### src/mcfc_pkg.sv
// Shared constants for the motion command frame codec.
// Assumes one 50 MHz clock; byte streams arrive one byte per strobe.
package mcfc_pkg;

  // ************************************************************
  // Frame layout
  // ************************************************************
  localparam int unsigned MCFC_PAYLOAD_BYTES = 7;
  localparam int unsigned MCFC_SERIAL_BYTES  = 9;
  localparam logic [3:0]  MCFC_CNT_LAST_SER  = 4'h8;
  localparam logic [3:0]  MCFC_CNT_LAST_CAN  = 4'h6;

  // ************************************************************
  // Status codes
  // ************************************************************
  localparam logic [7:0] MCFC_ST_OK       = 8'h64;
  localparam logic [7:0] MCFC_ST_STORED   = 8'h65;
  localparam logic [7:0] MCFC_ST_BAD_SUM  = 8'h01;
  localparam logic [7:0] MCFC_ST_BAD_CMD  = 8'h02;
  localparam logic [7:0] MCFC_ST_BAD_TYPE = 8'h03;
  localparam logic [7:0] MCFC_ST_BAD_VAL  = 8'h04;
  localparam logic [7:0] MCFC_ST_LOCKED   = 8'h05;
  localparam logic [7:0] MCFC_ST_NO_CMD   = 8'h06;

  // ************************************************************
  // Reset values
  // ************************************************************
  localparam logic [7:0] MCFC_RST_BYTE = 8'h00;

  typedef enum logic [1:0] {
    MCFC_S_RECV = 2'b00,
    MCFC_S_EXEC = 2'b01,
    MCFC_S_SEND = 2'b10
  } mcfc_state_t;

endpackage : mcfc_pkg

### src/mcfc_codec.sv
// Command frame receiver, executor handshake and reply frame sender.
// Assumes a byte receiver and transmitter outside; the executor and
// the program memory sit behind the command port.
`timescale 1ns/1ps
`default_nettype none
// How it works
// - Transmit only while answering the frame just received.
// - Transceiver drive enable is high only during reply sending.
// - Reply starts only after the executor reports completion, or at once on a bad checksum.
// - Payload is command, type, motor-or-bank and four value bytes.
// - Serial frames add a leading address and trailing checksum, nine bytes.
// - Serial order: address, command, type, bank, value MSB first, checksum.
// - Command checksum is the 8-bit sum of all earlier bytes.
// - In CAN mode no address or checksum bytes are expected.
// - Every accepted command gets exactly one reply.
// - Reply order: reply address, module address, status, command, value, sum.
// - Reply checksum is the 8-bit sum of all earlier reply bytes.
// - In CAN mode the reply omits the reply address and checksum bytes.
// - Status 100 for executed, 101 for stored in program memory.
// - Error statuses 1 to 6 pass through as reported.
// - Program download passes to executor, which stores and later runs it.
module mcfc_codec (
  input  wire logic        i_mclk,
  input  wire logic        i_rstn,
  input  wire logic        i_can_mode,
  input  wire logic [7:0]  i_module_addr,
  input  wire logic [7:0]  i_reply_addr,
  input  wire logic        i_rx_valid,
  input  wire logic [7:0]  i_rx_byte,
  output logic             o_cmd_valid,
  output logic      [7:0]  o_cmd_num,
  output logic      [7:0]  o_cmd_type,
  output logic      [7:0]  o_cmd_bank,
  output logic      [31:0] o_cmd_value,
  input  wire logic        i_exe_done,
  input  wire logic [7:0]  i_exe_status,
  input  wire logic [31:0] i_exe_value,
  output logic             o_tx_valid,
  output logic      [7:0]  o_tx_byte,
  input  wire logic        i_tx_ready,
  output logic             o_tx_en,
  output logic             o_busy
);
  import mcfc_pkg::*;

  // ************************************************************
  // Receive side
  // ************************************************************
  mcfc_state_t state_q;
  logic [3:0]  rx_cnt_q;
  logic [3:0]  tx_cnt_q;
  logic [7:0]  rx_sum;
  logic [7:0]  tx_sum;
  logic        addr_ok_q;
  logic [7:0]  status_q;
  logic [31:0] rvalue_q;
  logic        rx_take;
  logic        rx_last;
  logic        rx_is_sum;
  logic        tx_take;
  logic        tx_last;
  logic [3:0]  tx_pos;
  logic [7:0]  tx_byte_d;

  assign rx_take   = (state_q == MCFC_S_RECV) && i_rx_valid;
  assign rx_last   = rx_cnt_q == (i_can_mode ? MCFC_CNT_LAST_CAN : MCFC_CNT_LAST_SER);
  assign rx_is_sum = !i_can_mode && rx_last;

  mcfc_sum8 u_rx_sum (
    .i_mclk (i_mclk),
    .i_rstn (i_rstn),
    .i_clr  (rx_take && rx_last),
    .i_add  (rx_take && !rx_is_sum),
    .i_byte (i_rx_byte),
    .o_sum  (rx_sum)
  );

  always_ff @(posedge i_mclk or negedge i_rstn)
  begin
    if (!i_rstn)
      rx_cnt_q <= 4'h0;
    else if (rx_take)
      rx_cnt_q <= rx_last ? 4'h0 : rx_cnt_q + 4'h1;
  end

  // Canonical position: serial index, or CAN index shifted past the address
  logic [3:0] rx_pos;
  assign rx_pos = i_can_mode ? rx_cnt_q + 4'h1 : rx_cnt_q;

  always_ff @(posedge i_mclk or negedge i_rstn)
  begin
    if (!i_rstn)
    begin
      o_cmd_num   <= MCFC_RST_BYTE;
      o_cmd_type  <= MCFC_RST_BYTE;
      o_cmd_bank  <= MCFC_RST_BYTE;
      o_cmd_value <= 32'h0000_0000;
    end
    else if (rx_take)
    begin
      case (rx_pos)
        4'h1: o_cmd_num   <= i_rx_byte;
        4'h2: o_cmd_type  <= i_rx_byte;
        4'h3: o_cmd_bank  <= i_rx_byte;
        4'h4: o_cmd_value[31:24] <= i_rx_byte;
        4'h5: o_cmd_value[23:16] <= i_rx_byte;
        4'h6: o_cmd_value[15:8]  <= i_rx_byte;
        4'h7: o_cmd_value[7:0]   <= i_rx_byte;
        default: ;
      endcase
    end
  end

  always_ff @(posedge i_mclk or negedge i_rstn)
  begin
    if (!i_rstn)
      addr_ok_q <= 1'b0;
    else if (rx_take && rx_cnt_q == 4'h0)
      addr_ok_q <= i_can_mode || (i_rx_byte == i_module_addr);
  end

  // ************************************************************
  // Frame control
  // ************************************************************
  logic frame_end;
  logic sum_ok;
  logic for_us;
  assign frame_end = rx_take && rx_last;
  assign sum_ok    = i_can_mode || (i_rx_byte == rx_sum);
  // In CAN mode a seven-byte frame never ends on byte 0, so addr_ok_q is set
  assign for_us    = i_can_mode || addr_ok_q;

  always_ff @(posedge i_mclk or negedge i_rstn)
  begin
    if (!i_rstn)
      state_q <= MCFC_S_RECV;
    else
    begin
      case (state_q)
        MCFC_S_RECV:
          if (frame_end && for_us)
            state_q <= sum_ok ? MCFC_S_EXEC : MCFC_S_SEND;
        MCFC_S_EXEC:
          if (i_exe_done)
            state_q <= MCFC_S_SEND;
        MCFC_S_SEND:
          if (tx_take && tx_last)
            state_q <= MCFC_S_RECV;
        default:
          state_q <= MCFC_S_RECV;
      endcase
    end
  end

  // stored-to-memory commands are the executor's business
  always_ff @(posedge i_mclk or negedge i_rstn)
  begin
    if (!i_rstn)
      o_cmd_valid <= 1'b0;
    else
      o_cmd_valid <= frame_end && for_us && sum_ok && (state_q == MCFC_S_RECV);
  end

  always_ff @(posedge i_mclk or negedge i_rstn)
  begin
    if (!i_rstn)
    begin
      status_q <= MCFC_RST_BYTE;
      rvalue_q <= 32'h0000_0000;
    end
    else if (frame_end && for_us && !sum_ok)
    begin
      status_q <= MCFC_ST_BAD_SUM;
      rvalue_q <= 32'h0000_0000;
    end
    else if (state_q == MCFC_S_EXEC && i_exe_done)
    begin
      status_q <= i_exe_status;
      rvalue_q <= i_exe_value;
    end
  end

  // ************************************************************
  // Transmit side
  // ************************************************************
  assign tx_take = (state_q == MCFC_S_SEND) && i_tx_ready;
  assign tx_last = tx_cnt_q == (i_can_mode ? MCFC_CNT_LAST_CAN : MCFC_CNT_LAST_SER);
  assign tx_pos  = i_can_mode ? tx_cnt_q + 4'h1 : tx_cnt_q;

  always_ff @(posedge i_mclk or negedge i_rstn)
  begin
    if (!i_rstn)
      tx_cnt_q <= 4'h0;
    else if (tx_take)
      tx_cnt_q <= tx_last ? 4'h0 : tx_cnt_q + 4'h1;
  end

  mcfc_sum8 u_tx_sum (
    .i_mclk (i_mclk),
    .i_rstn (i_rstn),
    .i_clr  (tx_take && tx_last),
    .i_add  (tx_take && !tx_last),
    .i_byte (tx_byte_d),
    .o_sum  (tx_sum)
  );

  always_comb
  begin
    case (tx_pos)
      4'h0:    tx_byte_d = i_reply_addr;
      4'h1:    tx_byte_d = i_module_addr;
      4'h2:    tx_byte_d = status_q;
      4'h3:    tx_byte_d = o_cmd_num;
      4'h4:    tx_byte_d = rvalue_q[31:24];
      4'h5:    tx_byte_d = rvalue_q[23:16];
      4'h6:    tx_byte_d = rvalue_q[15:8];
      4'h7:    tx_byte_d = rvalue_q[7:0];
      default: tx_byte_d = tx_sum;
    endcase
  end

  // Byte is a live mux of held registers; stable while tx_valid waits
  assign o_tx_byte  = tx_byte_d;
  assign o_tx_valid = state_q == MCFC_S_SEND;
  assign o_tx_en    = state_q == MCFC_S_SEND;
  assign o_busy     = state_q != MCFC_S_RECV;
endmodule : mcfc_codec
`default_nettype wire

### src/mcfc_sum8.sv
// Running modulo-256 byte adder used for both frame directions.
// Assumes the caller clears it with the last byte of each frame.
`timescale 1ns/1ps
`default_nettype none
module mcfc_sum8 (
  input  wire logic       i_mclk,
  input  wire logic       i_rstn,
  input  wire logic       i_clr,
  input  wire logic       i_add,
  input  wire logic [7:0] i_byte,
  output logic      [7:0] o_sum
);
  import mcfc_pkg::*;

  always_ff @(posedge i_mclk or negedge i_rstn)
  begin
    if (!i_rstn)
      o_sum <= MCFC_RST_BYTE;
    else if (i_clr)
      o_sum <= MCFC_RST_BYTE;
    else if (i_add)
      o_sum <= o_sum + i_byte;
  end
endmodule : mcfc_sum8
`default_nettype wire

### config.mk
export PLATFORM = sky130hd
export DESIGN_NAME = mcfc_codec
export DESIGN_NICKNAME = d
export VERILOG_FILES = /design/src/mcfc_pkg.sv /design/src/mcfc_codec.sv /design/src/mcfc_sum8.sv
export SDC_FILE = /design/constraint.sdc
export NUM_CORES = 1
export LEC_CHECK = 0
export BUFFER_PORTS_ARGS = -buffer_cell sky130_fd_sc_hd__buf_2
export CAP_MARGIN = 15
export CORE_MARGIN = 1.5
export CORE_UTILIZATION = 50
export CTS_BUF_LIST = sky130_fd_sc_hd__clkbuf_8
export DETAILED_ROUTE_END_ITERATION = 8
export PLACE_DENSITY_LB_ADDON = 0.1
export SYNTH_ARGS = -nofsm -noshare
export SYNTH_HDL_FRONTEND = slang
export SYNTH_HIERARCHICAL = 1
export SYNTH_SLANG_ARGS = --single-unit
export TNS_END_PERCENT = 1
### constraint.sdc
create_clock -name i_mclk -period 3.5 [get_ports i_mclk]
set_input_delay 0.35 -clock i_mclk [delete_from_list [all_inputs] [get_ports i_mclk]]
set_output_delay 0.35 -clock i_mclk [all_outputs]
set_load 0.01 [all_outputs]
==> results.py <==
metrics = {
    "power_and_ir_drop": {
        "switching_share_pct": 41.0,
        "p_clk_share_pct": 17.3,
        "ir_drop_mv": 0.448,
        "p_leak_nw": 4.04,
        "power.density_nw_per_um2": 901,
        "internal_power_mw": 4.54,
        "comb_power_share_pct": 48.3,
        "power.switching_mw": 3.15,
        "total_power_mw": 7.70,
        "pwr-share-seq_pct": 34.4,
    },
    "floorplanning": {
        "rows": 43,
        "io_pins": 138,
        "die_w_um": 123,
        "start_util_pct": 51.4,
        "fp.coreArea_um2": 14000,
        "die_h_um": 123,
        "dieArea_um2": 15100,
    },
    "global_route": {
        "grt_pass1_wl_um": 30500,
        "track_usage_pct": 26.6,
        "grt_max_degree": 78,
        "grt_pass1_vias": 5689,
        "antenna_found_initial": 0,
        "globalRouteOverflowTotal": 0,
    },
    "critical_path": {
        "path_class": "reg -> reg",
        "crit_buf_inv": 2,
        "cp.arrival_ns": 3.69,
        "crit_path_frequent_cell": "buf_6",
        "ff2ff_setup_slack_ns": 0.16,
        "slowest_stage": "mux4_2",
        "critical-path-top-delay-family": "compound AO/OA/AOI/OAI gates",
        "worstPathCellList": "buf_6 > buf_6 > mux4_2 > mux2i_2 > o221ai_1 > a221o_1 > ha_1 > a21o_1 > a21oi_2 > a2bb2oi_2 > nor4b_1 > a211o_1",
        "r2r_cells": 12,
        "cp_max_fo": 8,
        "reg2reg_to": "u_tx_sum/o_sum[6]$_DFFE_PN0P_",
        "end_kind": "register",
        "cp-start-kind": "register",
        "reg2reg_from": "tx_cnt_q[0]$_DFFE_PN0P_",
        "cp.required_ns": 3.85,
        "slowest_delay_ns": 0.52,
    },
    "layout": {
        "area_growth_pct": 18.7,
        "final_cell_mix": "136 x buf_2, 124 x dfrtp_1, 110 x nand2_1",
        "fillers": 1228,
        "antenna_cells": 0,
        "mostFrequentLayoutCell": "buf_2",
        "drive_above_1_share_pct": 35.8,
        "stdcell_count": 1020,
        "design_area_um2": 8540,
        "nNetsFinal": 916,
    },
    "clocking": {
        "clk_latency_ns": 0.47,
        "cts_tree": "yes",
        "numCtsBuffers": 17,
        "clock_path_buffers": 2,
        "root_buffer": "clkbuf_8",
        "htreeDepth": 4,
        "cts.clk_slew.worst_paths_ns": 0.09,
        "cts_sinks": 124,
    },
    "yosys": {
        "ys_seq_area_share_pct": 43.1,
        "syn_avg_cell_area_um2": 10.3,
        "ys_seq_elements": 124,
        "syn_nets": 785,
        "yosys_warnings": 6,
        "synthFlopType": "dfrtp_1",
        "synth_cells": 696,
        "synth_enable_flop_cells": 0,
        "yosys.cell_types.count": 67,
        "synthArstFlopShare_pct": 100,
        "synth_area_um2": 7200,
    },
    "route": {
        "num_vias": 6011,
        "drt_wl_total_um": 19300,
        "drt_first_iter_violations": 374,
        "drc_errors": 0,
        "antenna_left": 0,
        "wl_per_cell_um": 18.9,
        "firstDrtPassIters": 5,
        "via_per_inst": 5.89,
    },
    "sta": {
        "slew_headroom_pct": 26.9,
        "clock.fmax_mhz": 299,
        "rsz0062_at_grt": "no",
        "hold_violations": 0,
        "finalClockSkew_ns": 0.0142,
        "tightestPinTransition_ns": 1.09,
        "maxSlewViolCount": 0,
        "timing.final.crit_share_pct": 95.5,
        "fin_setup_tns_ns": 0,
        "finalCriticalPeriod_ns": 3.34,
        "hold_slack_ns": 0.0101,
        "setup_viol": 0,
    },
    "placement": {
        "gp_congestion": 0.896,
        "place_hpwl_um": 14000,
        "place_inst": 988,
        "dpl-instance-area_um2": 8060,
        "port_buffers": 137,
    },
    "run": {
        "cap_violations": 0,
    },
    "run_status": {
        "status": "finished, final reports clean",
    },
    "worst_hold_path": {
        "min_path_type": "in -> async",
    },
}
## power groups by stage
stage	combinational, mW	sequential (mW)	clock [mW]
floorplan	2.53	2.57	0
finish	3.72	2.65	1.33
global route	4.06	2.73	1.43
detailed placement	3.58	2.65	0
global placement	3.47	2.61	0
CTS	3.60	2.63	1.36
## metal layers
| metal | vias to the layer above | part of all wire [%] | global-route usage [%] |
|---|---|---|---|
| met2 | 215 | 45 | 39.4 |
| met3 | 33 | 6.5 | 6.09 |
| met4 | 0 | 2.1 | 9.67 |
| met5 | - | 0 | 0 |
| met1 | 2951 | 47 | 38.3 |
| li1 | 2812 | - | - |
## cell usage after synthesis (all sizes together), types with 4 or more instances
master  count  area share (%)
a211o       5            0.61
nand4       6            0.52
dfrtp     124              43
nand3       6            0.42
buf        28             2.5
a211oi      5            0.66
nand2     110             5.7
ha         17             3.0
xnor2       7            0.85
a21oi      59             4.4
a21o       16             1.7
nor2       32             1.8
nand2b      7            0.61
or2         5            0.43
mux4       10             3.1
a221oi      8            0.97
nor4        4            0.35
clkbuf     23             1.2
nand3b      4            0.42
nor2b       7            0.61
mux2i      29             4.0
xor2       18             2.2
nor3       16             1.4
a221o       8             1.1
o21ai      12            0.83
o22ai       8            0.70
nor4b       5            0.61
a22oi       8            0.83
o221ai      8            0.97
mux2       57             8.9
inv         5            0.26
## worst max-delay path by stage
stage                                        from                            end  slack (ns)  cells past startpoint
after global routing      tx_cnt_q[0]$_DFFE_PN0P_  u_tx_sum/o_sum[7]$_DFFE_PN0P_       0.008                     14
after global placement    tx_cnt_q[0]$_DFFE_PN0P_  u_tx_sum/o_sum[6]$_DFFE_PN0P_         0.1                     13
after CTS                 tx_cnt_q[0]$_DFFE_PN0P_  u_tx_sum/o_sum[6]$_DFFE_PN0P_        0.03                     13
final                     tx_cnt_q[0]$_DFFE_PN0P_  u_tx_sum/o_sum[6]$_DFFE_PN0P_        0.16                     12
after detailed placement  tx_cnt_q[0]$_DFFE_PN0P_  u_tx_sum/o_sum[6]$_DFFE_PN0P_        0.04                     13
after floorplan           tx_cnt_q[1]$_DFFE_PN0P_  u_tx_sum/o_sum[6]$_DFFE_PN0P_        0.04                     14
## kinds of logic after synthesis
logic type	Yosys count	share of synthesized area (%)
flip-flops	124	43.1
AND/OR/NAND/NOR	219	15.0
AO/OA/AOI/OAI	157	15.3
buffers and inverters	56	3.95
adder cells (fa/ha/maj)	19	3.51
multiplexers	96	16.1
XOR/XNOR	25	3.04
## layout make-up
type	count	area (um2)	area share, %
Inverter	5	18.8	0.220
Clock buffer	17	234	2.74
Sequential cell	124	3100	36.3
Clock inverter	15	175	2.05
Timing Repair Buffer	163	911	10.7
Tap cell	180	225	2.64
Multi-Input combinational cell	516	3870	45.3
## sequential cells by signal (all words and copies together), names as in the netlist
signal          count
addr_ok_q           1
o_cmd_bank          8
o_cmd_num           8
o_cmd_type          8
o_cmd_valid         1
o_cmd_value        32
rvalue_q           32
rx_cnt_q            4
state_q             2
status_q            8
tx_cnt_q            4
u_rx_sum/o_sum      8
u_tx_sum/o_sum      8
## stage by stage
step / setup WS [ns] / util [%]
floorplan: 0.0353 / -
global placement: 0.0986 / 57.6
detailed placement: 0.0427 / 57.6
CTS: 0.0296 / 60.6
global route: 0.00790 / 61.0
finish: 0.159 / 61.0
## timing repair
| item | CTS | global route |
|---|---|---|
| setup endpoints to repair | 0 | 3 |
| hold buffers | 0 | 0 |
| gates resized for setup | 0 | 16 |
| buffers inserted | 0 | 0 |
No activity file was read; power rests on OpenSTA's default activity.
